### config.mk
export PLATFORM = sky130hd
export DESIGN_NAME = thermal_clock_throttle
export DESIGN_NICKNAME = d
export VERILOG_FILES = /design/src/include/thermal_pkg.sv /design/src/hdl/thermal_clock_throttle.sv
export SDC_FILE = /design/constraint.sdc
export NUM_CORES = 1
export LEC_CHECK = 0
export ABC_AREA = 1
export BUFFER_PORTS_ARGS = -buffer_cell sky130_fd_sc_hd__buf_2
export CORE_MARGIN = 1.5
export CORE_UTILIZATION = 60
export CTS_CLUSTER_DIAMETER = 100
export DETAILED_ROUTE_END_ITERATION = 10
export PLACE_DENSITY = 0.88
export REMOVE_ABC_BUFFERS = 1
export SYNTH_ARGS = -nofsm -noshare
export SYNTH_HDL_FRONTEND = slang
export SYNTH_SLANG_ARGS = --single-unit
### constraint.sdc
create_clock -name clock -period 5.6 [get_ports clock]
set_clock_uncertainty 0.1 [all_clocks]
set_input_delay 0 -clock clock [delete_from_list [all_inputs] [get_ports clock]]
set_output_delay 0 -clock clock [all_outputs]
set_load 0.05 [all_outputs]
### src/include/thermal_pkg.sv
/*
 * Shared constants of the thermal clock throttle.
 * Assumes a 10 MHz core clock.
 */
package thermal_pkg;
    // ----------------------------------------------------------------
    // register map
    // ----------------------------------------------------------------
    localparam logic [3:0] ADDR_CTRL      = 4'h0;  // on-demand control
    localparam logic [3:0] ADDR_MODE      = 4'h1;  // auto enable, forced, irq enables
    localparam logic [3:0] ADDR_STATUS    = 4'h2;  // live and sticky status
    localparam logic [3:0] ADDR_TEMP0     = 4'h3;  // core 0 relative temperature
    localparam logic [3:0] ADDR_TEMP1     = 4'h4;  // core 1 relative temperature
    localparam logic [3:0] ADDR_THRESH    = 4'h5;  // thresholds A and B

    // control register fields
    localparam int CTRL_ONDEMAND_BIT  = 4;
    localparam int CTRL_DUTY_LSB      = 1;
    localparam int CTRL_DUTY_MSB      = 3;

    // mode register fields
    localparam int MODE_AUTO_BIT      = 0;
    localparam int MODE_FORCE_BIT     = 1;
    localparam int MODE_IRQ_ASSERT    = 2;
    localparam int MODE_IRQ_DEASSERT  = 3;
    localparam int MODE_IRQ_OOS       = 4;
    localparam int MODE_IRQ_THA       = 5;
    localparam int MODE_IRQ_THB       = 6;

    // status fields, sticky bits write-one-to-clear
    localparam int ST_HOT_LIVE        = 0;
    localparam int ST_HOT_ROSE        = 1;
    localparam int ST_HOT_FELL        = 2;
    localparam int ST_OOS_LIVE        = 3;
    localparam int ST_OOS_STICKY      = 4;
    localparam int ST_THA_CROSS       = 5;
    localparam int ST_THB_CROSS       = 6;
    localparam int ST_TCC_ACTIVE      = 7;
    localparam int ST_WIDTH           = 8;

    localparam logic [7:0] MODE_RESET = 8'h01;  // auto mode on by default

    // power states
    typedef enum logic [2:0] {
        PS_NORMAL,
        PS_STOP_GRANT,
        PS_SLEEP,
        PS_DEEP_SLEEP,
        PS_DEEP_POWER_DOWN
    } pstate_e;

    // timing
    localparam int CLK_HZ          = 10_000_000;
    localparam int MOD_PERIOD_US   = 8;
    localparam int MOD_PERIOD_CYC  = MOD_PERIOD_US * (CLK_HZ / 1_000_000);
    localparam int OOS_DWELL_US    = 1000;
    localparam int OOS_DWELL_CYC   = OOS_DWELL_US * (CLK_HZ / 1_000_000);
    localparam int HYST_STEPS      = 2;    // readout steps below trip to release
endpackage

### src/hdl/thermal_clock_throttle.sv
/*
 * Thermal clock throttle: trip with hysteresis, clock modulation, hot pin,
 * catastrophic trip, readout, out-of-spec and threshold events.
 * Assumes asynchronous sensor inputs and a register master on this clock.
 */
// The plain strobed port and the address map were decided locally.
// Overview of operation
// [RQ1] fixed trip at maximum temperature activates control
// [RQ2] snoop and interrupts continue while throttling
// [RQ3] throttle only by gating core clocks
// [RQ4] automatic mode beats on-demand mode
// [RQ5] automatic throttles only at trip temperature; code also throttles whenever the force bit is set while auto enable is on
// [RQ6] automatic duty fixed at fifty percent
// [RQ7] release with hysteresis below trip
// [RQ8] control bit 4 forces on-demand throttling
// [RQ9] bits 3:1 set on-demand duty in eighths
// [RQ10] one hot pin, either core, both modulated
// [RQ11] interrupt on hot assert and/or deassert
// [RQ12] no new hot assert in low-power states
// [RQ13] hot pin released in deepest power-down
// [RQ14] catastrophic trip output, no bus cycles
// [RQ15] platform removes core supply after trip
// [RQ16] per-core readout valid only in normal state
// [RQ17] readout relative, never above maximum
// [RQ18] out-of-spec live and sticky bit, interrupt
// [RQ19] automatic trigger equals readout at maximum
// [RQ20] two programmable thresholds raise interrupts
// [RQ21] external pin pull-down throttles both cores
// [RQ22] forced setting ignores external hot pin
// [RQ23] pin synchronised, driven low only
`timescale 1ns/10ps
module thermal_clock_throttle #(
    parameter int TW         = 7,
    parameter int OOS_CYCLES = thermal_pkg::OOS_DWELL_CYC
) (
    // clock and reset
    input  wire logic              clock,
    input  wire logic              rstn,
    // sensors: distance below maximum per core, and catastrophic comparator
    input  wire logic [TW-1:0]     core0Margin,
    input  wire logic [TW-1:0]     core1Margin,
    input  wire logic              catastrophicHot,
    input  wire logic [2:0]        powerState,
    // open-drain hot indicator pin
    input  wire logic              hotIndicatorNIn,
    output logic                   hotIndicatorNOut,
    output logic                   hotIndicatorNOe,
    // catastrophic trip pin and clock gates
    output logic                   catastrophicTripN,
    output logic [1:0]             coreClockEnable,
    output logic                   thermalIrq,
    // register port
    input  wire logic [3:0]        regAddr,
    input  wire logic [31:0]       regWdata,
    input  wire logic              regWrite,
    input  wire logic              regRead,
    output logic [31:0]            regRdata
);
    // ----------------------------------------------------------------
    // reset release and input synchronisers
    // ----------------------------------------------------------------
    logic [1:0]    rstSync_ff;
    logic          rstnInt;
    always_ff @(posedge clock or negedge rstn)
    begin
        if (!rstn) rstSync_ff <= 2'h0;
        else       rstSync_ff <= {rstSync_ff[0], 1'b1};
    end
    assign rstnInt = rstSync_ff[1];

    logic [TW-1:0] m0Meta_ff, m0_ff, m1Meta_ff, m1_ff;
    logic [1:0]    extMeta_ff, ext_ff;   // {catastrophic, pin}
    always_ff @(posedge clock or negedge rstnInt)
    begin
        if (!rstnInt)
        begin
            m0Meta_ff  <= '1;
            m0_ff      <= '1;
            m1Meta_ff  <= '1;
            m1_ff      <= '1;
            extMeta_ff <= 2'h1;
            ext_ff     <= 2'h1;
        end
        else
        begin
            m0Meta_ff  <= core0Margin;
            m0_ff      <= m0Meta_ff;
            m1Meta_ff  <= core1Margin;
            m1_ff      <= m1Meta_ff;
            extMeta_ff <= {catastrophicHot, hotIndicatorNIn};  // [RQ23]
            ext_ff     <= extMeta_ff;
        end
    end

    logic pinLow, catHot;
    assign pinLow = ~ext_ff[0];
    assign catHot = ext_ff[1];

    thermal_pkg::pstate_e pstate;
    assign pstate = thermal_pkg::pstate_e'(powerState);
    logic lowPower, deepDown;
    assign deepDown = (pstate == thermal_pkg::PS_DEEP_POWER_DOWN);
    assign lowPower = (pstate != thermal_pkg::PS_NORMAL);

    // ----------------------------------------------------------------
    // registers
    // ----------------------------------------------------------------
    logic [4:0]          ctrl_ff;
    logic [7:0]          mode_ff;
    logic [TW-1:0]       thA_ff, thB_ff;
    logic [thermal_pkg::ST_WIDTH-1:0] sticky_ff;

    function automatic logic hit(input logic [3:0] a, input logic [3:0] want, input logic s);
        hit = s && (a == want);
    endfunction

    always_ff @(posedge clock or negedge rstnInt)
    begin
        if (!rstnInt)
        begin
            ctrl_ff <= 5'h00;
            mode_ff <= thermal_pkg::MODE_RESET;
            thA_ff  <= '0;
            thB_ff  <= '0;
        end
        else
        begin
            if (hit(regAddr, thermal_pkg::ADDR_CTRL, regWrite))
                ctrl_ff <= regWdata[4:0];    // [RQ8] [RQ9]
            if (hit(regAddr, thermal_pkg::ADDR_MODE, regWrite))
                mode_ff <= regWdata[7:0];
            if (hit(regAddr, thermal_pkg::ADDR_THRESH, regWrite))
            begin
                thA_ff <= regWdata[TW-1:0];
                thB_ff <= regWdata[16+TW-1:16];
            end
        end
    end

    logic autoEn, forceEn, onDemand;
    logic [2:0] duty;
    assign autoEn   = mode_ff[thermal_pkg::MODE_AUTO_BIT];
    assign forceEn  = mode_ff[thermal_pkg::MODE_FORCE_BIT];
    assign onDemand = ctrl_ff[thermal_pkg::CTRL_ONDEMAND_BIT];
    assign duty     = ctrl_ff[thermal_pkg::CTRL_DUTY_MSB:thermal_pkg::CTRL_DUTY_LSB];

    // ----------------------------------------------------------------
    // trip detection with hysteresis
    // ----------------------------------------------------------------
    // margin zero means the core sits at maximum; the trip point is not writable
    logic [1:0] tripped_ff;
    logic [TW-1:0] margin [2];
    assign margin = '{m0_ff, m1_ff};
    genvar c;
    generate
        for (c = 0; c < 2; c++)
        begin : g_trip
            always_ff @(posedge clock or negedge rstnInt)
            begin
                if (!rstnInt)
                    tripped_ff[c] <= 1'b0;
                else if (margin[c] == '0)
                    tripped_ff[c] <= 1'b1;                   // [RQ1] [RQ19]
                else if (margin[c] >= TW'(thermal_pkg::HYST_STEPS))
                    tripped_ff[c] <= 1'b0;                   // [RQ7]
            end
        end
    endgenerate

    logic anyTrip;
    assign anyTrip = |tripped_ff;   // [RQ10]

    // ----------------------------------------------------------------
    // hot indicator pin
    // ----------------------------------------------------------------
    logic hotDrive_ff;
    always_ff @(posedge clock or negedge rstnInt)
    begin
        if (!rstnInt)
            hotDrive_ff <= 1'b0;
        else if (deepDown)
            hotDrive_ff <= 1'b0;                             // [RQ13]
        else if (!lowPower)
            hotDrive_ff <= anyTrip;                          // [RQ10] [RQ12] held in low power
    end
    assign hotIndicatorNOut = 1'b0;                          // [RQ23] low only
    assign hotIndicatorNOe  = hotDrive_ff;

    // pin low from outside, not from our own drive
    logic extRequest;
    assign extRequest = pinLow && !hotDrive_ff;              // [RQ21]

    // ----------------------------------------------------------------
    // modulation
    // ----------------------------------------------------------------
    localparam int STEP = thermal_pkg::MOD_PERIOD_CYC / 8;
    logic [$clog2(STEP)-1:0] div_ff;
    logic [2:0]              phase_ff;
    always_ff @(posedge clock or negedge rstnInt)
    begin
        if (!rstnInt)
        begin
            div_ff   <= '0;
            phase_ff <= 3'h0;
        end
        else if (div_ff == ($clog2(STEP))'(STEP - 1))
        begin
            div_ff   <= '0;
            phase_ff <= phase_ff + 3'h1;
        end
        else
            div_ff <= div_ff + 1'b1;
    end

    // force throttles whenever auto is on, with or without a trip or pin request
    logic autoThrottle, tccActive, clkOn;
    assign autoThrottle = autoEn && ((anyTrip || forceEn) || extRequest); // [RQ5] [RQ22]
    assign tccActive    = autoThrottle || onDemand;
    always_comb
    begin
        if (autoThrottle)
            clkOn = (phase_ff < 3'h4);                       // [RQ4] [RQ6]
        else if (onDemand)
            clkOn = (phase_ff < duty);                       // [RQ8] [RQ9]
        else
            clkOn = 1'b1;
    end

    // both cores gated together; interrupts and snoops live outside the gate
    logic [1:0] clkEn_ff;
    always_ff @(posedge clock or negedge rstnInt)
    begin
        if (!rstnInt) clkEn_ff <= 2'h3;
        else          clkEn_ff <= {2{clkOn}};                // [RQ3] [RQ10] [RQ2]
    end
    assign coreClockEnable = clkEn_ff;

    // ----------------------------------------------------------------
    // catastrophic trip: latched until reset, independent of software
    // ----------------------------------------------------------------
    logic catTrip_ff;
    always_ff @(posedge clock or negedge rstnInt)
    begin
        if (!rstnInt)    catTrip_ff <= 1'b0;
        else if (catHot) catTrip_ff <= 1'b1;                 // [RQ14]
    end
    assign catastrophicTripN = ~catTrip_ff;

    // ----------------------------------------------------------------
    // out-of-spec: auto throttling held hot for the dwell
    // ----------------------------------------------------------------
    logic [$clog2(OOS_CYCLES+1)-1:0] dwell_ff;
    logic oosLive;
    always_ff @(posedge clock or negedge rstnInt)
    begin
        if (!rstnInt)
            dwell_ff <= '0;
        else if (!(autoEn && anyTrip))
            dwell_ff <= '0;
        else if (!oosLive)
            dwell_ff <= dwell_ff + 1'b1;                     // [RQ18]
    end
    assign oosLive = (dwell_ff == ($clog2(OOS_CYCLES+1))'(OOS_CYCLES));

    // ----------------------------------------------------------------
    // readout, clamped at maximum and frozen outside normal state
    // ----------------------------------------------------------------
    logic [TW-1:0] read0_ff, read1_ff;
    always_ff @(posedge clock or negedge rstnInt)
    begin
        if (!rstnInt)
        begin
            read0_ff     <= '0;
            read1_ff     <= '0;
        end
        else
        begin
            if (!lowPower)                                   // [RQ16] frozen outside normal
            begin
                read0_ff <= m0_ff;                           // [RQ17] unsigned margin
                read1_ff <= m1_ff;
            end
        end
    end

    // threshold crossings on the hotter core, either direction
    logic [TW-1:0] hottest;
    logic          aboveA_ff, aboveB_ff;
    assign hottest = (m0_ff < m1_ff) ? m0_ff : m1_ff;
    always_ff @(posedge clock or negedge rstnInt)
    begin
        if (!rstnInt)
        begin
            aboveA_ff <= 1'b0;
            aboveB_ff <= 1'b0;
        end
        else
        begin
            aboveA_ff <= hottest <= thA_ff;
            aboveB_ff <= hottest <= thB_ff;
        end
    end

    // ----------------------------------------------------------------
    // status: set wins over write-one-to-clear
    // ----------------------------------------------------------------
    logic hotPrev_ff;
    logic [thermal_pkg::ST_WIDTH-1:0] setEv, clrEv;
    always_ff @(posedge clock or negedge rstnInt)
    begin
        if (!rstnInt) hotPrev_ff <= 1'b0;
        else          hotPrev_ff <= pinLow;
    end
    always_comb
    begin
        setEv = '0;
        setEv[thermal_pkg::ST_HOT_ROSE]   = pinLow && !hotPrev_ff;   // [RQ11]
        setEv[thermal_pkg::ST_HOT_FELL]   = !pinLow && hotPrev_ff;   // [RQ11]
        setEv[thermal_pkg::ST_OOS_STICKY] = oosLive;                 // [RQ18]
        setEv[thermal_pkg::ST_THA_CROSS]  = aboveA_ff != (hottest <= thA_ff); // [RQ20]
        setEv[thermal_pkg::ST_THB_CROSS]  = aboveB_ff != (hottest <= thB_ff); // [RQ20]
        clrEv = hit(regAddr, thermal_pkg::ADDR_STATUS, regWrite)
              ? regWdata[thermal_pkg::ST_WIDTH-1:0] : '0;
    end
    always_ff @(posedge clock or negedge rstnInt)
    begin
        if (!rstnInt) sticky_ff <= '0;
        else          sticky_ff <= (sticky_ff & ~clrEv) | setEv;
    end

    logic [thermal_pkg::ST_WIDTH-1:0] status;
    always_comb
    begin
        status = sticky_ff;
        status[thermal_pkg::ST_HOT_LIVE]   = pinLow;
        status[thermal_pkg::ST_OOS_LIVE]   = oosLive;
        status[thermal_pkg::ST_TCC_ACTIVE] = tccActive;
    end

    logic irq_ff;
    always_ff @(posedge clock or negedge rstnInt)
    begin
        if (!rstnInt)
            irq_ff <= 1'b0;
        else
            irq_ff <= (sticky_ff[thermal_pkg::ST_HOT_ROSE]  && mode_ff[thermal_pkg::MODE_IRQ_ASSERT])
                   || (sticky_ff[thermal_pkg::ST_HOT_FELL]  && mode_ff[thermal_pkg::MODE_IRQ_DEASSERT])
                   || (sticky_ff[thermal_pkg::ST_OOS_STICKY] && mode_ff[thermal_pkg::MODE_IRQ_OOS])
                   || (sticky_ff[thermal_pkg::ST_THA_CROSS] && mode_ff[thermal_pkg::MODE_IRQ_THA])
                   || (sticky_ff[thermal_pkg::ST_THB_CROSS] && mode_ff[thermal_pkg::MODE_IRQ_THB]);
    end
    assign thermalIrq = irq_ff;

    // ----------------------------------------------------------------
    // read port: data in the cycle after the strobe, zero otherwise
    // ----------------------------------------------------------------
    always_ff @(posedge clock or negedge rstnInt)
    begin
        if (!rstnInt)
            regRdata <= 32'h0;
        else if (!regRead)
            regRdata <= 32'h0;
        else
        begin
            unique case (regAddr)
                thermal_pkg::ADDR_CTRL:   regRdata <= {27'h0, ctrl_ff};
                thermal_pkg::ADDR_MODE:   regRdata <= {24'h0, mode_ff};
                thermal_pkg::ADDR_STATUS: regRdata <= {24'h0, status};
                thermal_pkg::ADDR_TEMP0:  regRdata <= {!lowPower, (31-TW)'(0), read0_ff}; // [RQ16]
                thermal_pkg::ADDR_TEMP1:  regRdata <= {!lowPower, (31-TW)'(0), read1_ff}; // [RQ16]
                thermal_pkg::ADDR_THRESH: regRdata <= {(16-TW)'(0), thB_ff,
                                                        (16-TW)'(0), thA_ff};
                default:                  regRdata <= 32'h0;
            endcase
        end
    end
endmodule

; ---- After elaboration in Yosys (flattened, before gate mapping)
; Index checks and enable logic that the tools add are counted.
[op_classes]
n_eq_ne = 12
n_bitwise = 5
n_reduce_logical = 31
add_sub_neg = 3
muxes = 15
n_lt_le_gt_ge = 7
[op_table]
columns = cell, count
row1 = $pmux W32 S6, 1
row2 = $mux W32, 1
row3 = $mux W14, 2
row4 = $add A14 B1 Y14 const B, 1
row5 = $eq A14 B14 Y1 const B, 1
row6 = $ge A7 B2 Y1 const B, 2
row7 = $le A7 B7 Y1, 2
row8 = $logic_and A1 B1 Y1, 14
row9 = $logic_not A7 Y1, 2
row10 = $and A8 B8 Y8, 1
row11 = $eq A4 B2 Y1 const B, 2
row12 = $eq A4 B3 Y1 const B, 2
row13 = $mux W1, 8
row14 = $mux W8, 1
row15 = $not A8 Y8, 1
row16 = $or A8 B7 Y8, 1
row17 = $logic_or A1 B1 Y1, 7
row18 = $lt A7 B7 Y1, 1
row19 = $mux W7, 1
row20 = $add A4 B1 Y4 const B, 1
row21 = $eq A4 B1 Y1 const B, 1
row22 = $eq A4 B4 Y1 const B, 1
row23 = $logic_not A4 Y1, 1
row24 = $mux W4, 1
row25 = other kinds (12), 17
[totals]
register_bits = 145
elab_cells = 100

; ---- Longest topological paths before layout
; Gate-level depths: netlist (run 1).
[logic_depth]
word_depth = 7
depth_mapped = 18
ltp_nobuf = 18

; ---- Worst setup path before layout (run 1)
; Ideal clock, no wire load.
[synth_path]
kind = flip-flop to flip-flop
start = register m1_ff[6]
end = register sticky_ff[6] (netlist name)
required_time_ns = 5.372
setup_time_ns = 0.128
n_path_buf = 1
stages_incl_launch_ff = 16
setup_slack_ns = 3.057
period_less_slack_ns = 2.543
t_arrival_ns = 2.315
path_cell_list = dfstp_2 -> inv_1 -> ha_1 -> nand2_1 -> o21a_1 -> nand2_1 -> clkbuf_1 -> o21ai_0 -> ha_1 -> nand2_1 -> nor2_1 -> nand2_1 -> nand2_1 -> nand2_1 -> nand2_1 -> nand3_1
[synth_between]
elab_chain_cells = 5
[synth_lines]
columns = item, line_no
row1 = start: declaration, thermal_clock_throttle.sv:71  ; logic [TW-1:0] m0Meta_ff, m0_ff, m1Meta_ff, m1_ff;
row2 = start signal: assignment, thermal_clock_throttle.sv:89  ; m1_ff <= m1Meta_ff;
row3 = $lt A7 B7 Y1, thermal_clock_throttle.sv:289  ; assign hottest = (m0_ff < m1_ff) ? m0_ff : m1_ff;
row4 = $mux W7 *, thermal_clock_throttle.sv:289
row5 = $le A7 B7 Y1 *, thermal_clock_throttle.sv:321  ; setEv[thermal_pkg::ST_THB_CROSS] = aboveB_ff != (hottest <= thB_ff);
row6 = $ne A1 B1 Y1 *, thermal_clock_throttle.sv:321
row7 = $or A8 B7 Y8 *, thermal_clock_throttle.sv:328  ; else sticky_ff <= (sticky_ff & ~clrEv) | setEv;
row8 = end signal: assignment, thermal_clock_throttle.sv:328
row9 = end: declaration, thermal_clock_throttle.sv:111  ; logic [thermal_pkg::ST_WIDTH-1:0] sticky_ff;
; Mark *: on every way between the ends. The rest lies on a longest branch, timed or not.
; A chain may end at the register's enable or synchronous reset.

; ---- Final worst setup path (run 1)
; Ends and elaborated chain as after synthesis.

==> results of run 1 <==
synth_stat cells (all sizes together), types with 3 or more instances:
master	n
a21oi	23
buf	24
clkbuf	4
dfrtp	94
dfstp	32
ha	25
inv	73
mux2	3
nand2	137
nand3	55
nand4	11
nor2	65
nor3	8
nor4	3
o21a	3
o21ai	50
per-stage QoR:
stage | worst slack [ps] | power (W) | hold WS (ps)
after floorplan | 1790 | 0.00131 | -396
after global placement | 2710 | 0.00139 | -314
after detailed placement | 2610 | 0.00141 | -314
after CTS | 2490 | 0.00254 | 1.78
after global routing | 2220 | 0.00265 | 7.29
final | 2380 | 0.00254 | 24.9
state kept, by name, indices dropped and copies added, names as in the netlist, 7 cells and up:
register,flops
dwell_ff,14
thB_ff,7
regRdata,16
m1_ff,7
mode_ff,8
read0_ff,7
m0Meta_ff,7
m1Meta_ff,7
read1_ff,7
m0_ff,7
thA_ff,7
worst paths after layout:
path | to | slack (ps)
worst min register to register | ext_ff[1] | 240
max in group asynchronous | div_ff[0] | 3880
worst max register to register | sticky_ff[6] | 2380
min in group asynchronous | rstSync_ff[1] | 230
worst max-delay path | sticky_ff[6] | 2380
worst min-delay path | m0Meta_ff[1] | 20
cells in the final DEF, fill, tap and decap left out, drive strengths merged, types with 3 or more instances in the layout:
cell type    Yosys  routed
nand2          137     137
dfrtp           94      94
inv             73      78
nor2            65      65
buf             24      63
dlygate4sd3      0      62
nand3           55      55
o21ai           50      50
dfstp           32      32
ha              25      25
a21oi           23      23
conb             2      18
clkbuf           4      18
nand4           11      11
nor3             8       8
clkinvlp         0       5
o21a             3       3
mux2             3       3
nor4             3       3
clkinv           1       3
metal layers:
layer  up-vias  share of wire (%)  track usage [%]
li1       2257                  -                -
met1      2287                 41             33.2
met2       183                 52             49.3
met3        25                4.7             6.73
met4         0                2.2             13.4
met5         -                  0                0
worst reg2reg max path: stages, from the launching register on:
cell     delay (ps)
dfstp_2         560
inv_1            70
ha_1            300
nand2_1          90
inv_1            50
nor2_1           90
o21a_1          200
nand2_1         230
o21ai_0         540
ha_1            370
a21oi_1         160
nand2_1          80
nand2_1          60
nand2_1          60
nand3_1          70
nand3_1          70
what timing repair did:
item | 4_1_cts | 5_1_grt
setup endpoints to repair | 0 | 0
hold buffers | 62 | 0
endpoints found under the hold margin | 67 | 0
cell type report:
class                      instances  area [sq um]  share of cell area [%]
sequential                       126          3200                    43.8
clock inverter                    14           158                    2.16
inverter                          74           278                    3.81
multi-input combinational        412          2140                    29.3
tap                              129           161                    2.21
timing repair buffer             125           938                    12.9
clock buffer                      18           428                    5.86
report_power, final:
| group | leakage (nW) | switching, W | internal [W] |
|---|---|---|---|
| combinational | 1.87 | 0.000238 | 0.000144 |
| sequential | 1.52 | 0.0000666 | 0.00101 |
| clock | 0.273 | 0.000426 | 0.000653 |
logic make-up (layout without fill, tap and decap cells):
kind of cell               after synthesis  count (layout)  share of synthesized area, %
AOI/OAI and AO/OA                       80              80                          7.70
xor gates and xnor gates                 3               3                         0.457
adders and majority gates               25              25                          5.44
buffers and inverters                  102             231                          8.33
DFF                                    126             126                          55.5
muxes                                    3               3                         0.587
other                                    2              18                         0.131
and+or+nand+nor                        283             283                          21.8
==> run metrics, run 1 <==
clock root buffer=clkbuf_8; drt total wl=13200 microns; post-synthesis async set-or-reset flop share=100%; htree depth=4; Core ar.=9280 sq um; hold wc startpoint=core0Margin[1]; Unique masters post-synth=37; FILL cells=611; RR Startpoint=m1_ff[6]; Worst Hold Class=primary input to flop; Worst EP required=5890 ps; Mapped Avg Cell Area=9.22 sq um; Tcrit/Tclk final=57.5%; dpl cells=804; Critical path origin=m1_ff[6]; CP Launch Type=flop; worst skew pair latency=520 ps; Worst path slowest cell=dfstp_2; number of synthesized register bits=126; # rows=35; IO buf count=62; Max Freq=0.311 GHz; postcts setup bufs=0; Wirelength per Cell=14.7 microns; DRT antenna net count=0; CTS tree=done; status=finished, final reports clean; DRC errors left=0; cells on worst reg2reg path=15; top cells by area, synth=dfrtp_1 (41%), dfstp_2 (15%), nand2_1 (8.7%), ha_1 (5.4%), nand3_1 (4.8%); Area Growth Syn to Fin=26.9%; fraction of layout instances using a drive strength above 1=19.8%; Slew Limit Fails=0; Worst path top cell family by delay=compound AO/OA/AOI/OAI gates; Worst Tran Pin Value=926 ps; Die H=101 microns; max cap viols=0; Crit Path Max Fanout=12; pwr dens=347 nW/um^2; Setup Total Neg Slack=0 ps; Tot GR Track Use=28.3%; CTS sink cnt=126; CTS resizes=0; post-layout min period=3220 ps; Final Core Density=78.6%; yosys warns=0; maximum VDD drop=0.401 mV; CTS clk-pin slew, worst paths=60 ps; CTS buffer count=17; Layout Cells excl Fill=898; register area share after synthesis=55.5%; post-synthesis instance total=624; final hold viol count=0; hpwl dp=8480 microns; initial core utilization=61.9%; IO Pins=97; routability cong.=0.890; Main synth FF type=dfrtp_1; Iter 0 DRT Violations=281; grt total ovfl=0; Max-slew headroom=37.6%; Synth area leader=dfrtp_1; LEAKAGE=3.66 nW; dpl cell area=6090 sq um; max incr delay on CP=560 ps; vias post-DR=4752; Crit. path cell count=15; Arr. time, crit path=3510 ps; Layout Nets=840; Post-synth EDFFs=0; Die W=101 microns; clock tree buffer depth=2; Synth top area share=40.9%; most frequent CP cell=nand2_1; initial antenna violation count=0; Finished Cell Area=7300 sq um; vias per cell=5.29; DR pass1 iterations=5; CP Buf/Inv Count=2; Setup crit end kind=flop; largest net degree at the start of global routing=74; kind of critical path=flop to flop; vias in the first global route=4764; hold depth=2; Post-Syn Area=5750 sq um; cells along the critical path=inv_1 -> ha_1 -> nand2_1 -> inv_1 -> nor2_1 -> o21a_1 -> nand2_1 -> o21ai_0 -> ha_1 -> a21oi_1 -> nand2_1 -> nand2_1 -> nand2_1 -> nand3_1 -> nand3_1; Setup-failing EPs final=0; die area=10200 sq um; RSZ-0062 raised after global routing=false; ANT cells=0; first-pass GRT wire length=21900 microns
No activity file was read; power rests on OpenSTA's default activity.
==> inputs of run 2 (changes only) <==
--- a/config.mk
+++ b/config.mk
@@ -8,10 +8,10 @@
 export ABC_AREA = 1
 export BUFFER_PORTS_ARGS = -buffer_cell sky130_fd_sc_hd__buf_2
 export CORE_MARGIN = 1.5
-export CORE_UTILIZATION = 60
+export CORE_UTILIZATION = 56
 export CTS_CLUSTER_DIAMETER = 100
 export DETAILED_ROUTE_END_ITERATION = 10
-export PLACE_DENSITY = 0.88
+export PLACE_DENSITY = 0.84
 export REMOVE_ABC_BUFFERS = 1
 export SYNTH_ARGS = -nofsm -noshare
 export SYNTH_HDL_FRONTEND = slang
==> constraint.sdc (replaced) <==
create_clock -name clock -period 3.3 [get_ports clock]
set_clock_uncertainty 0.1 [all_clocks]
set_input_delay 0 -clock clock [delete_from_list [all_inputs] [get_ports clock]]
set_output_delay 0 -clock clock [all_outputs]
set_load 0.05 [all_outputs]
==> run metrics, run 2 (same netlist as run 1, synthesis figures left out) <==
flop2flop setup slack=340 ps (-2040 ps); post-layout min period=2960 ps (-263 ps); CTS tree=done; Slew Limit Fails=0 (unchanged); max cap viols=0 (unchanged); grt total ovfl=0 (unchanged); Crit Reg-Reg Endpoint=sticky_ff[6]; vias post-DR=4780 (+0.59%); Max Freq=0.338 GHz (+8.9%); leading cell type in the layout, fill and taps excluded=nand2_1; Wirelength per Cell=14.6 microns (-0.72%); CTS clk-pin slew, worst paths=60 ps (about the same); IO Pins=97 (unchanged); hpwl dp=8630 microns (+1.8%); CP Launch Type=flop; Crit Path Max Fanout=12 (unchanged); most frequent cells in the layout=nand2_1 (134), dfrtp_1 (93), inv_1 (71), dlygate4sd3_1 (62), buf_2 (62); met3 Track Usage GR=6.58% (-0.15 points); Worst Hold Class=primary input to flop; hold depth=2 (unchanged); Die W=104 microns (+3.4%); largest net degree at the start of global routing=98 (+32%); routability cong.=0.905 (+1.7%); final worst setup slack=343 ps (-2040 ps); Die H=104 microns (+3.4%); Setup-failing EPs final=0 (unchanged); # rows=36 (+2.9%); Worst EP required=3600 ps (-2290 ps); htree depth=4 (unchanged); CTS buffer count=17 (unchanged); hold wc startpoint=catastrophicHot; Iter 0 DRT Violations=335 (+19%); Arr. time, crit path=3250 ps (-260 ps); Setup crit end kind=flop; DRC errors left=0 (unchanged); met1 usage=33.1% (-0.071 points); dpl cells=809 (+0.62%); Largest Register=regRdata; worst skew pair latency=520 ps (about the same); pwr dens=570 nW/um^2 (+64%); vias in the first global route=4743 (-0.44%); IO buf count=62 (unchanged); cells on worst reg2reg path=15 (unchanged); die area=10900 sq um (+6.9%); status=finished, final reports clean; Max-slew headroom=43.3% (+5.7 points); RSZ-0062 raised after global routing=false; ANT cells=0 (unchanged); largest registers=regRdata: 16 flops, dwell_ff: 14 flops, mode_ff: 8 flops; max incr delay on CP=560 ps (about the same); clock tree buffer depth=2 (unchanged); routing usage on met2=42.7% (-6.6 points); maximum VDD drop=0.397 mV (-0.99%); Reg area=3200 sq um (unchanged); first-pass GRT wire length=22100 microns (+0.98%); kind of critical path=flop to flop; initial antenna violation count=0 (unchanged); Layout Nets=841 (+0.12%); drt total wl=13200 microns (-0.17%); multi-input logic area=2140 sq um (unchanged); Worst path slowest cell=dfstp_2; final hold viol count=0 (unchanged); postcts setup bufs=0 (unchanged); DRT antenna net count=0 (unchanged); cells along the critical path=inv_1 -> ha_1 -> nand2_1 -> inv_1 -> nor2_1 -> o21a_1 -> nand2_1 -> o21ai_0 -> ha_1 -> nand2_1 -> inv_1 -> a21oi_1 -> nand2_1 -> nand3_1 -> nand3_1; Area Growth Syn to Fin=26.5%; Core ar.=9860 sq um (+6.3%); initial core utilization=58.3% (-3.6 points); CTS sink cnt=126 (unchanged); Tot GR Track Use=25.9% (-2.4 points); hold endpoint=extMeta_ff[1]; vias per cell=5.29 (about the same); FILL cells=674 (+10%); most frequent CP cell=nand2_1; Layout Cells excl Fill=903 (+0.56%); LEAKAGE=3.66 nW (+0.19%); Tcrit/Tclk final=89.6% (+32 points); setup slack at placement=385 ps (-2230 ps); gr busiest metal=met2; DR pass1 iterations=5 (unchanged); Setup Total Neg Slack=0 ps (unchanged); Worst Tran Pin Value=849 ps (-77.4 ps); RR Startpoint=m1_ff[6]; Largest register FFs=16 (unchanged); fraction of layout instances using a drive strength above 1=19.4% (-0.42 points); clock root buffer=clkbuf_8
## run 2: cell count changes in the layout (fill, tap and decap cells not counted)
cell,previous run,this run
buf_12,0,1
bufinv_16,2,0
clkbuf_1,0,4
clkbuf_16,16,17
clkbuf_8,2,3
clkinv_4,1,3
clkinvlp_4,5,0
inv_4,0,4
inv_6,4,0
inv_8,1,0
## run 2: how the worst max path moves through the flow
stage               slack, ps  cells after the start     startpoint           end
floorplan                -510                      0  rstSync_ff[1]     aboveA_ff
global placement          520                     15       m1_ff[6]  sticky_ff[6]
detailed placement        390                     15       m1_ff[6]  sticky_ff[6]
CTS                       380                     15       m1_ff[6]  sticky_ff[6]
global route               90                     17       m1_ff[6]  sticky_ff[5]
finish                    340                     15       m1_ff[6]  sticky_ff[6]
## run 2: critical path, delay by kind of cell (launching register included)
| kind | cells | cell delay (ps) |
|---|---|---|
| AOI/OAI and AO/OA | 3 | 740 |
| and+or+nand+nor | 7 | 710 |
| adders and majority gates | 2 | 590 |
| DFF | 1 | 560 |
| buffers and inverters | 3 | 130 |
## run 2: cell type report
cell class	count	area share, %
tap	133	2.29
clock inverter	8	0.774
multi-input combinational	412	29.4
sequential	126	43.9
timing repair buffer	126	13.2
clock buffer	24	6.62
inverter	74	3.82
## run 2: layer usage
| layer | wire, microns | share of wire [%] | up-vias |
|---|---|---|---|
| met3 | 885 | 6.7 | 28 |
| li1 | - | - | 2254 |
| met5 | 0 | 0 | - |
| met1 | 5510 | 42 | 2278 |
| met4 | 223 | 1.7 | 0 |
| met2 | 6550 | 50 | 220 |
## run 2: timing repair
action                                 in CTS  in global routing
gates resized for setup                     0                  0
endpoints found under the hold margin      67                  0
hold buffers                               62                  0
## run 2: where the power goes
group | switching (W) | leakage (nW) | total [W] | internal (W)
Sequential | 0.000105 | 1.52 | 0.00182 | 0.00171
Combinational | 0.000409 | 1.88 | 0.000655 | 0.000246
Clock | 0.000664 | 0.270 | 0.00167 | 0.00101
Total | 0.00118 | 3.66 | 0.00415 | 0.00297
## run 2: metrics by stage
step / cell area (sq um) / power [W] / util (%) / hold WS, ps
after global routing: 7280 / 0.00432 / 73.8 / 4.51
after global placement: 6120 / 0.00237 / 62.0 / -315
after CTS: 7280 / 0.00415 / 73.8 / 0.172
final: 7280 / 0.00415 / 73.8 / 21.5
after detailed placement: 6120 / 0.00240 / 62.0 / -312
after floorplan: 5610 / 0.00223 / - / -396
==> inputs of run 3 (changes only) <==
--- a/config.mk
+++ b/config.mk
@@ -7,10 +7,11 @@
 export LEC_CHECK = 0
 export ABC_AREA = 1
 export BUFFER_PORTS_ARGS = -buffer_cell sky130_fd_sc_hd__buf_2
-export CORE_MARGIN = 1.5
+export CORE_MARGIN = 8
 export CORE_UTILIZATION = 56
 export CTS_CLUSTER_DIAMETER = 100
 export DETAILED_ROUTE_END_ITERATION = 10
+export HOLD_SLACK_MARGIN = 0.05
 export PLACE_DENSITY = 0.84
 export REMOVE_ABC_BUFFERS = 1
 export SYNTH_ARGS = -nofsm -noshare
==> constraint.sdc (replaced) <==
create_clock -name clock -period 3.33 [get_ports clock]
set_clock_uncertainty 0.1 [all_clocks]
set_input_delay 0 -clock clock [delete_from_list [all_inputs] [get_ports clock]]
set_output_delay 0 -clock clock [all_outputs]
set_load 0.05 [all_outputs]
==> run metrics, run 3 (same netlist as run 1, synthesis figures left out) <==
IO buf count=62 (unchanged); multi-input logic area=2140 sq um (unchanged); Sw Share=27.7% (-0.72 points); Die W=117 microns (+12%); initial antenna violation count=0 (unchanged); most frequent CP cell=nand2_1; # rows=37 (+2.8%); CP Launch Type=flop; LEAKAGE=3.76 nW (+2.7%); Max-slew headroom=46.7% (+3.4 points); routability cong.=0.897 (-0.92%); clock root buffer=clkbuf_8; Wirelength per Cell=14.8 microns (+1.3%); largest net degree at the start of global routing=65 (-34%); sequential power share=41.9% (-1.9 points); combinational cell fraction of total power=15.4% (-0.4 points); DR pass1 iterations=5 (unchanged); met1 usage=22.7% (-10 points); final hold viol count=0 (unchanged); Worst Hold Class=primary input to async pin; die area=13800 sq um (+26%); most frequent cells in the layout=nand2_1 (134), dfrtp_1 (93), dlygate4sd3_1 (79), inv_1 (71), buf_2 (62); Largest Register=regRdata; htree depth=4 (unchanged); CTS resizes=0 (unchanged); Max Freq=0.337 GHz (-0.41%); Core ar.=10100 sq um (+2.8%); IO Pins=97 (unchanged); Tcrit/Tclk final=89.2% (-0.44 points); routing usage on met2=35.9% (-6.8 points); Largest register FFs=16 (unchanged); Crit Path Max Fanout=12 (unchanged); DRT antenna net count=0 (unchanged); clock share of power=42.7% (+2.3 points); postcts setup bufs=0 (unchanged); CTS buffer count=17 (unchanged); worst skew pair latency=530 ps (about the same); hold_ws=220 ps (+199 ps); vias post-DR=4788 (+0.17%); Worst path slowest cell=dfstp_2; initial core utilization=56.7% (-1.6 points); RSZ-0062 raised after global routing=false; Arr. time, crit path=3270 ps (+20 ps); Slew Limit Fails=0 (unchanged); cells along the critical path=inv_1 -> ha_1 -> nand2_1 -> inv_1 -> nor2_1 -> o21a_1 -> nand2_1 -> o21ai_0 -> ha_1 -> a21oi_1 -> nand2_1 -> nand2_1 -> nand2_1 -> nand3_1 -> nand3_1; Layout Nets=858 (+2.0%); leading cell type in the layout, fill and taps excluded=nand2_1; RR Startpoint=m1_ff[6]; CTS tree=done; Setup Total Neg Slack=0 ps (unchanged); Iter 0 DRT Violations=266 (-21%); Worst EP required=3630 ps (+30 ps); first-pass GRT wire length=23200 microns (+4.9%); clock tree buffer depth=2 (unchanged); fraction of layout instances using a drive strength above 1=19.4% (+0.090 points); Critical path origin=m1_ff[6]; Tot GR Track Use=20.6% (-5.3 points); post-route total power=0.00431 W (+4.0%); Setup crit end kind=flop; kind of critical path=flop to flop; DRC errors left=0 (unchanged); max incr delay on CP=550 ps (about the same); cells on worst reg2reg path=15 (unchanged); status=finished, final reports clean; drt total wl=13600 microns (+3.5%); maximum VDD drop=0.648 mV (+63%); Area Growth Syn to Fin=30.5%; Sw Pwr=0.00119 W (+1.4%); Crit Reg-Reg Endpoint=sticky_ff[6]; FILL cells=674 (unchanged); grt total ovfl=0 (unchanged); Setup-failing EPs final=0 (unchanged); vias per cell=5.19 (-2.0%); CTS clk-pin slew, worst paths=60 ps (about the same); Worst Tran Pin Value=798 ps (-50.7 ps); CTS sink cnt=126 (unchanged); pwr dens=575 nW/um^2 (+0.83%); Critical Path End=sticky_ff[6]; largest registers=regRdata: 16 flops, dwell_ff: 14 flops, mode_ff: 8 flops; max cap viols=0 (unchanged); post-layout min period=2970 ps (+12.2 ps); Die H=117 microns (+12%); met3 Track Usage GR=5.71% (-0.87 points); Reg area=3200 sq um (unchanged); ANT cells=0 (unchanged); flop2flop setup slack=360 ps (+20 ps); hold buffer count at CTS=79 (+27%); hpwl dp=8920 microns (+3.4%); internal power=0.00312 W (+5.1%); vias in the first global route=5023 (+5.9%); gr busiest metal=met2
## run 3: metal layers
| metal | share of wire (%) | vias to the layer above | routed length (microns) |
|---|---|---|---|
| met5 | 0 | - | 0 |
| met4 | 2.8 | 0 | 387 |
| met3 | 5.4 | 34 | 742 |
| met2 | 51 | 159 | 6990 |
| met1 | 40 | 2306 | 5510 |
| li1 | - | 2289 | - |
## run 3: area by class of cell
type / count / area share, %
Sequential cell: 126 / 42.6
Timing Repair Buffer: 143 / 15.0
Clock buffer: 18 / 5.70
Inverter: 74 / 3.70
Clock inverter: 14 / 2.22
Tap cell: 136 / 2.27
Multi-Input combinational cell: 412 / 28.5
## run 3: how the worst min path moves through the flow
stage | from | endpoint | depth (start not counted)
2_1_floorplan | rstn | rstSync_ff[0] | 0
3_3_place_gp | rstn | rstSync_ff[0] | 1
3_5_place_dp | rstn | rstSync_ff[0] | 1
4_1_cts | rstn | rstSync_ff[1] | 3
5_1_grt | rstn | rstSync_ff[1] | 3
6_report | rstn | rstSync_ff[1] | 3
## run 3: power groups by stage
| stage | registers, W | clock network [W] | logic (W) |
|---|---|---|---|
| floorplan | 0.00187 | 0 | 0.000340 |
| global placement | 0.00182 | 0 | 0.000523 |
| detailed placement | 0.00183 | 0 | 0.000552 |
| CTS | 0.00180 | 0.00186 | 0.000653 |
| global route | 0.00182 | 0.00193 | 0.000738 |
| finish | 0.00181 | 0.00184 | 0.000666 |
## run 3: per-stage QoR
stage                     instance area [sq um]  util (%)  instances  setup WS, ps
after floorplan                            5610         -        612          -484
after global placement                     6120      60.4        812           490
after detailed placement                   6120      60.4        812           365
after CTS                                  7510      74.0        923           326
after global routing                       7510      74.0        923           110
final                                      7510      74.0        923           360
## run 3: critical path, delay by kind of cell, from the launching register on
family	cells	cell delay (ps)
and+or+nand+nor	8	710
AOI/OAI and AO/OA	3	760
DFF	1	550
adders and majority gates	2	620
buffers and inverters	2	100
